<file path="config.mk">
export PLATFORM = sky130hd
export DESIGN_NAME = asrp_readout
export DESIGN_NICKNAME = d
export VERILOG_FILES = /design/src/hw/asrp_sync3.v /design/src/hw/asrp_readout.v
export VERILOG_INCLUDE_DIRS = /design/src /design/src/hw
export SDC_FILE = /design/constraint.sdc
export NUM_CORES = 1
export LEC_CHECK = 0
export BUFFER_PORTS_ARGS = -buffer_cell sky130_fd_sc_hd__buf_2
export CAP_MARGIN = 20
export CORE_ASPECT_RATIO = 0.5
export CORE_MARGIN = 5
export CORE_UTILIZATION = 48
export CTS_BUF_LIST = sky130_fd_sc_hd__clkbuf_4 sky130_fd_sc_hd__clkbuf_8
export CTS_CLUSTER_SIZE = 10
export DETAILED_ROUTE_END_ITERATION = 10
export MAX_ROUTING_LAYER = met4
export PLACE_DENSITY = 0.76
export SLEW_MARGIN = 10
export SYNTH_ARGS = -nofsm -noshare
export SYNTH_HDL_FRONTEND = slang
export SYNTH_SLANG_ARGS = --single-unit
export TNS_END_PERCENT = 10
</file>
<file path="constraint.sdc">
create_clock -name clock -period 3.7 [get_ports clock]
set_input_delay 0.185 -clock clock [delete_from_list [all_inputs] [get_ports clock]]
set_output_delay 0.185 -clock clock [all_outputs]
set_load 0.02 [all_outputs]
</file>
<file path="src/hw/asrp_consts.vh">
// constants for the serial readout and power control block
`ifndef ASRP_CONSTS_VH
`define ASRP_CONSTS_VH
`define ASRP_RES_DEFAULT     5'd12
`define ASRP_FRAME_LEN       5'd16
`define ASRP_GLITCH_EDGES    5'd2
`define ASRP_PD_EDGES        5'd10
`define ASRP_LEAD_ZEROS      5'd2
`define ASRP_MODE_NORMAL     3'b001
`define ASRP_MODE_PARTIAL    3'b010
`define ASRP_MODE_FULL       3'b100
`define ASRP_MAX_SCLK_MHZ    48
`define ASRP_FULL_PU_NS      1000
`define ASRP_CLK_MHZ         20
`define ASRP_FULL_PU_CYC     ((`ASRP_FULL_PU_NS*`ASRP_CLK_MHZ+999)/1000)
`endif

</file>
<file path="src/hw/asrp_sync3.v">
// three flip-flop synchroniser with second/third agreement filter
`timescale 1ns/1ps
module asrp_sync3 #(
    parameter RESET_VAL = 1'b0
) (
    input  wire clock,    // block clock
    input  wire reset_n,  // async reset, active low
    input  wire asyncIn,  // pin from outside the domain
    output reg  syncOut   // filtered level
);
    reg s1Q;
    reg s2Q;
    reg s3Q;

    // the filtered level only moves once stages two and three agree
    always @(posedge clock or negedge reset_n) begin
        if (!reset_n) begin
            s1Q     <= RESET_VAL;
            s2Q     <= RESET_VAL;
            s3Q     <= RESET_VAL;
            syncOut <= RESET_VAL;
        end else begin
            s1Q <= asyncIn;
            s2Q <= s1Q;
            s3Q <= s2Q;
            if (s2Q == s3Q) begin
                syncOut <= s3Q;
            end
        end
    end
endmodule // asrp_sync3

</file>
<file path="src/hw/asrp_readout.v">
// serial readout and power-state control of the converter
// How it works
// RL1 - one dummy cycle leaves partial power-down
// RL2 - host waits quiet time after dummy
// RL3 - host waits 1 us after full wake
// RL4 - track resumes on first clock edge
// RL5 - host runs dummy cycle after supply-up
// RL6 - two dummy cycles hold partial power-down; here a second early-rise frame from partial enters full
// RL7 - three dummy cycles reach full power-down; here two early-rise frames from normal reach full
// RL8 - power-down only below 600 kSPS
// RL9 - start fall holds, samples, drives line
// RL10 - 12-bit: 14 clocks, track after 13
// RL11 - 12-bit: early rise aborts, releases line
// RL12 - 12-bit: two trailing zeros, release at 16
// RL13 - 10-bit: 12 clocks, track after 11
// RL14 - 10-bit: early rise aborts, releases line
// RL15 - 10-bit: four trailing zeros, release at 16
// RL16 - 8-bit: 10 clocks, track after 9
// RL17 - 8-bit: early rise powers down
// RL18 - 8-bit: six trailing zeros, release at 16
// RL19 - 14-clock frame drops trailing zeros
// RL20 - first zero on start fall, then shift
// RL21 - last bit driven on 15th fall
// RL22 - host may sample on rising edges
// RL23 - rise before second fall keeps normal
// RL24 - rise in 2..10 enters partial power-down
// RL25 - partial plus early rise enters full
// RL26 - rise after tenth keeps power, aborts
// RL27 - count clock falls from start fall
`timescale 1ns/1ps
`include "asrp_consts.vh"
module asrp_readout #(
    parameter [4:0] RES_BITS = `ASRP_RES_DEFAULT  // 12, 10 or 8
) (
    input  wire        clock,          // 20 MHz block clock
    input  wire        reset_n,        // async reset, active low
    input  wire        convStart_n,    // conversion-start pin, active low
    input  wire        serialClk,      // serial clock pin from host
    input  wire [11:0] sampleValue,    // converter core result, msb aligned
    output reg         serialResultOut,   // data line level
    output reg         serialResultOe,    // data line drive enable
    output reg         trackMode,      // track-and-hold tracking
    output reg         sampleStrobe,   // one-cycle sample pulse
    output reg  [2:0]  powerMode,      // one-hot power state
    output reg         fullyPowered    // analog ready for valid data
);
    // conversion length in clocks for the variant
    localparam [4:0] CONV_CLKS = RES_BITS + `ASRP_LEAD_ZEROS;
    localparam [4:0] TRACK_AFTER = CONV_CLKS - 5'd1;
    localparam integer PU_CYC_I = `ASRP_FULL_PU_CYC;
    localparam [7:0] PU_CYC = PU_CYC_I[7:0];

    wire csSync;
    wire sclkSync;
    reg  csPrev_q;
    reg  sclkPrev_q;
    reg  [4:0]  fallCnt_q;
    reg  [11:0] shift_q;
    reg  active_q;
    reg  wokeFromFull_q;
    reg  [7:0] puCnt_q;
    reg  firstEdgeSeen_q;

    asrp_sync3 #(.RESET_VAL(1'b1)) uCsSync (
        .clock   (clock),
        .reset_n (reset_n),
        .asyncIn (convStart_n),
        .syncOut (csSync)
    );
    asrp_sync3 #(.RESET_VAL(1'b0)) uClkSync (
        .clock   (clock),
        .reset_n (reset_n),
        .asyncIn (serialClk),
        .syncOut (sclkSync)
    );

    wire csFall   = csPrev_q & ~csSync;
    wire csRise   = ~csPrev_q & csSync;
    wire sclkFall = sclkPrev_q & ~sclkSync;
    wire sclkRise = ~sclkPrev_q & sclkSync;
    // an early rise that will enter partial or full power-down this very cycle
    wire goingDown = active_q & csRise & ~csFall &
                     (fallCnt_q < `ASRP_PD_EDGES) &
                     ~((fallCnt_q < `ASRP_GLITCH_EDGES) & powerMode[0]);

    // edge history of the filtered pins
    always @(posedge clock or negedge reset_n) begin
        if (!reset_n) begin
            csPrev_q   <= 1'b1;
            sclkPrev_q <= 1'b0;
        end else begin
            csPrev_q   <= csSync;
            sclkPrev_q <= sclkSync;
        end
    end

    // frame sequencing: bit shifting, counting and mode changes
    always @(posedge clock or negedge reset_n) begin
        if (!reset_n) begin
            fallCnt_q       <= 5'h00;
            shift_q         <= 12'h000;
            active_q        <= 1'b0;
            serialResultOut <= 1'b0;
            serialResultOe  <= 1'b0;
            trackMode       <= 1'b1;
            sampleStrobe    <= 1'b0;
            powerMode       <= `ASRP_MODE_NORMAL;
            wokeFromFull_q  <= 1'b0;
            firstEdgeSeen_q <= 1'b0;
        end else begin
            sampleStrobe <= 1'b0;
            if (csFall) begin
                // hold, sample, leave three-state, first zero out [RL9] [RL20]
                active_q        <= 1'b1;
                fallCnt_q       <= 5'h00;
                shift_q         <= sampleValue;
                serialResultOut <= 1'b0;
                serialResultOe  <= 1'b1;
                trackMode       <= 1'b0;
                sampleStrobe    <= 1'b1;
                firstEdgeSeen_q <= 1'b0;
                wokeFromFull_q  <= powerMode[2];
            end else if (active_q && csRise) begin
                // early rise decides the next power state
                active_q       <= 1'b0;
                serialResultOe <= 1'b0;   // [RL11] [RL14] [RL19] [RL26]
                serialResultOut <= 1'b0;
                trackMode      <= 1'b1;
                if (fallCnt_q < `ASRP_GLITCH_EDGES &&
                        powerMode[0]) begin
                    powerMode <= `ASRP_MODE_NORMAL;   // [RL23]
                end else if (fallCnt_q < `ASRP_PD_EDGES) begin
                    if (powerMode[0]) begin
                        powerMode <= `ASRP_MODE_PARTIAL;   // [RL24] [RL17]
                    end else begin
                        powerMode <= `ASRP_MODE_FULL;      // [RL25]
                    end
                end else begin
                    powerMode <= `ASRP_MODE_NORMAL;   // [RL26]
                end
            end else if (active_q) begin
                if (sclkFall) begin
                    fallCnt_q <= fallCnt_q + 5'd1;   // [RL27]
                    // tenth fall completes the dummy wake-up [RL1]
                    if (fallCnt_q + 5'd1 == `ASRP_PD_EDGES) begin
                        powerMode <= `ASRP_MODE_NORMAL;
                    end
                    if (fallCnt_q + 5'd1 >= `ASRP_FRAME_LEN) begin
                        // release on the 16th fall [RL12] [RL15] [RL18]
                        serialResultOe  <= 1'b0;
                        serialResultOut <= 1'b0;
                        active_q        <= 1'b0;
                    end else if (fallCnt_q == 5'h00) begin
                        serialResultOut <= 1'b0;   // second lead zero
                    end else if (fallCnt_q < CONV_CLKS - 5'd1) begin
                        // result msb first, last bit by 15th fall [RL21]
                        serialResultOut <= shift_q[11];
                        shift_q <= {shift_q[10:0], 1'b0};
                    end else begin
                        // trailing zeros [RL12] [RL15] [RL18]
                        serialResultOut <= 1'b0;
                    end
                end
                // partial wake: track on first clock edge [RL4]
                if ((sclkFall | sclkRise) && !firstEdgeSeen_q) begin
                    firstEdgeSeen_q <= 1'b1;
                    if (powerMode[1]) begin
                        trackMode <= 1'b1;
                    end
                end
                // back to track after the conversion [RL10] [RL13] [RL16]
                if (sclkRise && fallCnt_q >= TRACK_AFTER) begin
                    trackMode <= 1'b1;
                end
            end
        end
    end

    // full power-down wake timer, about one microsecond
    always @(posedge clock or negedge reset_n) begin
        if (!reset_n) begin
            puCnt_q      <= 8'h00;
            fullyPowered <= 1'b1;
        end else begin
            if (csFall && powerMode[2]) begin
                puCnt_q      <= PU_CYC;
                fullyPowered <= 1'b0;
            end else if (!powerMode[0] || goingDown) begin
                // drop ready with the mode, not a cycle later [RL24]
                fullyPowered <= 1'b0;
            end else if (puCnt_q != 8'h00) begin
                puCnt_q <= puCnt_q - 8'h01;
            end else begin
                fullyPowered <= ~(wokeFromFull_q & active_q);
            end
        end
    end
endmodule // asrp_readout

</file>
==> flow_metrics.py <==
metrics = {
    "status": {
        "status": "complete, no violations",
    },
    "finish": {
        "diodes": 0,
        "area_growth_pct": 13.39,
        "multiInputGateArea_sq_um": 1016,
        "layout_common_cells": "dfrtp_1, nand2_1, buf_2",
        "layout_commonest_cell": "dfrtp_1",
        "drive_above_1_share_pct": 18.32,
        "seq_area_sq_um": 1161,
        "finalNetCount": 284,
        "fillerInstances": 408,
    },
    "sta": {
        "rsz0062_at_grt": "no",
        "tns_ns": 0,
        "fin_worst_skew_ns": 0.006697,
        "fmax_mhz": 430.6,
        "worstMarginPinSlew_ns": 0.8562,
        "slew_headroom_pct": 42.40,
        "drv_slew": 0,
        "period_share_pct": 62.76,
        "final-hold-violation-count": 0,
        "setup_viol": 0,
        "hold_ws_ns": 0.08673,
        "period_needed_ns": 2.322,
    },
    "pwr": {
        "switching_share_pct": 39.77,
        "power_frac_comb_pct": 36.5,
        "p_int_mw": 1.088,
        "seqPwrFrac_pct": 46.3,
        "powerDensity_nw_per_um2": 701.7,
        "clkPwrFrac_pct": 17.1,
        "p_sw_mw": 0.7186,
        "vdd_ir_drop_max_v": 0.0003046,
        "total_power_mw": 1.807,
        "p_leak_nw": 1.126,
    },
    "critical_path": {
        "crit_path_max_fanout": 21,
        "cp-endpoint": "puCnt_q[6]$_DFFE_PN0P_",
        "cp-end-kind": "register",
        "r2r_setup_slack_ns": 1.38,
        "path_class": "register to register",
        "reg2reg_from": "uCsSync.syncOut$_DFFE_PN1N_",
        "rr_endpoint": "puCnt_q[6]$_DFFE_PN0P_",
        "crit_arrival_ns": 2.55,
        "reg2regPathDepth": 6,
        "cp.required_ns": 3.93,
        "startpoint_type": "register",
        "startpoint": "uCsSync.syncOut$_DFFE_PN1N_",
    },
    "die": {
        "fp.dieW_um": 107.3,
        "dieArea_sq_um": 6290,
        "start_util_pct": 50.60,
        "fp.dieH_um": 58.64,
        "core-area_sq_um": 4488,
        "rows": 17,
        "boundaryPins": 24,
    },
    "grt": {
        "grt_pass1_wl_um": 8052,
        "antenna_found_initial": 0,
        "gr-total-overflow": 0,
        "grt_max_degree": 47,
        "grt_pass1_vias": 1725,
        "grt_usage_pct": 16.37,
    },
    "drt": {
        "ant_nets": 0,
        "first_pass_iters": 5,
        "drcViolationCount": 0,
        "route.vias.total": 1874,
        "via_per_inst": 5.713,
        "drt_iter0_drc": 98,
        "wirelength_um": 4738,
        "routedWlPerCell_um": 14.45,
    },
    "placement": {
        "io_buffers": 23,
        "hpwl_um": 3255,
        "gp_congestion": 0.8322,
    },
    "cts": {
        "hold_buffers": 2,
        "ctsRootBufferMaster": "clkbuf_8",
        "cts_tree": "built",
        "cts_made_buffers": 5,
        "clockBufferDepth": 2,
        "cts_resized": 0,
        "ctsHtreeMaxLevel": 2,
        "clock_sinks": 46,
        "clkTransAtPathRegs_ns": 0.09,
        "cts_setup_buffers": 0,
        "clk_latency_ns": 0.30,
    },
    "synth": {
        "synthDominantCellAreaShare_pct": 41.87,
        "synth_fp_nets": 261,
        "ys_seq_elements": 46,
        "avgSynthCellArea_sq_um": 9.542,
        "synth_area_leaders": "dfrtp_1, dfstp_2, nand2_1, a21oi_1, ha_1",
        "seq_area_frac_synth_pct": 51.13,
        "yosysTopAreaCell": "dfrtp_1",
        "ys_types": 45,
        "netlist_instances": 238,
        "yosysWarnings": 0,
        "synthesis.area_sq_um": 2271,
    },
    "worst_hold_path": {
        "hold_class": "primary input to register",
    },
    "flow_run": {
        "timing.max_cap.violations": 0,
    },
}
-- stage by stage --
step	util, %	setup WS [ns]	instance area [sq um]	instances
after CTS	56.70	1.388	2545	326
after global routing	57.37	1.207	2575	328
after global placement	54.25	1.478	2435	316
final	57.37	1.378	2575	328
after detailed placement	54.25	1.401	2435	316
after floorplan	-	1.812	2271	238
-- kinds of logic (layout without fill, tap and decap cells) --
logic type	Yosys count	after routing	share of synthesized area, %
fa+ha+maj	10	10	5.179
xor+xnor	1	1	0.3857
simple gates	87	87	19.45
flops	46	46	51.13
buf+inv	24	48	4.132
compound gates	70	70	19.72
-- routing by layer --
metal / global-route usage (%) / routed length [um] / up-vias
met2: 27.64 / 2251 / 35
met5: - / 0 / -
met4: 4.372 / 52 / 0
met1: 20.29 / 2249 / 918
li1: - / - / 915
met3: 3.505 / 185 / 6
-- area by class of cell --
cell class | count | share of cell area (%)
flip-flops and latches | 46 | 45.09
multi-input cells | 168 | 39.46
repair buffers | 30 | 7.289
well taps | 66 | 3.207
clock buffers | 6 | 2.964
inverters | 10 | 1.458
clock inverters | 2 | 0.5345
-- critical path, cell delays in order (launching register included) --
cell and delay [ns]:
dfstp_2 0.60, nand2b_1 0.12, buf_4 0.23, inv_1 0.32, and2_0 0.37, or4_1 0.53
o21ai_0 0.08
-- power by group through the flow --
stage	Combinational, mW	Clock [mW]	Sequential [mW]
after floorplan	0.504	0	0.805
after global placement	0.633	0	0.833
after detailed placement	0.654	0	0.840
after CTS	0.659	0.319	0.831
after global routing	0.747	0.343	0.862
final	0.660	0.309	0.837
-- Yosys cell counts (all sizes together) --
cell type  number
ha              7
a41oi           1
nand3b          1
clkbuf          9
o41ai           1
o2111ai         2
or4             7
o21ai          16
o2111a          1
and2            3
nand2          34
o211ai          3
dfstp           8
o221ai          1
xnor2           1
a31o            2
o311a           2
nor3b           2
or4b            1
nor4            1
dfrtp          38
o31ai           4
nand2b          2
and4            1
a21boi          1
nor2           11
a31oi          11
o21a            2
or3             4
nor3            3
and4b           1
nand3          12
buf             5
nor4b           1
inv            10
a21oi          21
a22oi           1
nor2b           1
maj3            3
o41a            1
nand4           2
-- sequential cells by signal, summed over array words and instances (netlist names), 3 cells and up --
name	count
fallCnt_q	5
powerMode	3
puCnt_q	8
shift_q	12
-- worst min path at each step --
stage	cells past startpoint	startpoint	endpoint	slack [ns]
after floorplan	0	reset_n	active_q$_DFF_PN0_	-0.11
after global placement	1	convStart_n	uCsSync.s1Q$_DFF_PN1_	0.29
after detailed placement	1	convStart_n	uCsSync.s1Q$_DFF_PN1_	0.29
after CTS	1	reset_n	shift_q[1]$_DFFE_PN0P_	0.07
after global routing	3	sampleValue[0]	shift_q[0]$_DFFE_PN0P_	0.09
final	3	sampleValue[0]	shift_q[0]$_DFFE_PN0P_	0.09
Note: power is estimated with default switching activity, not from simulation.
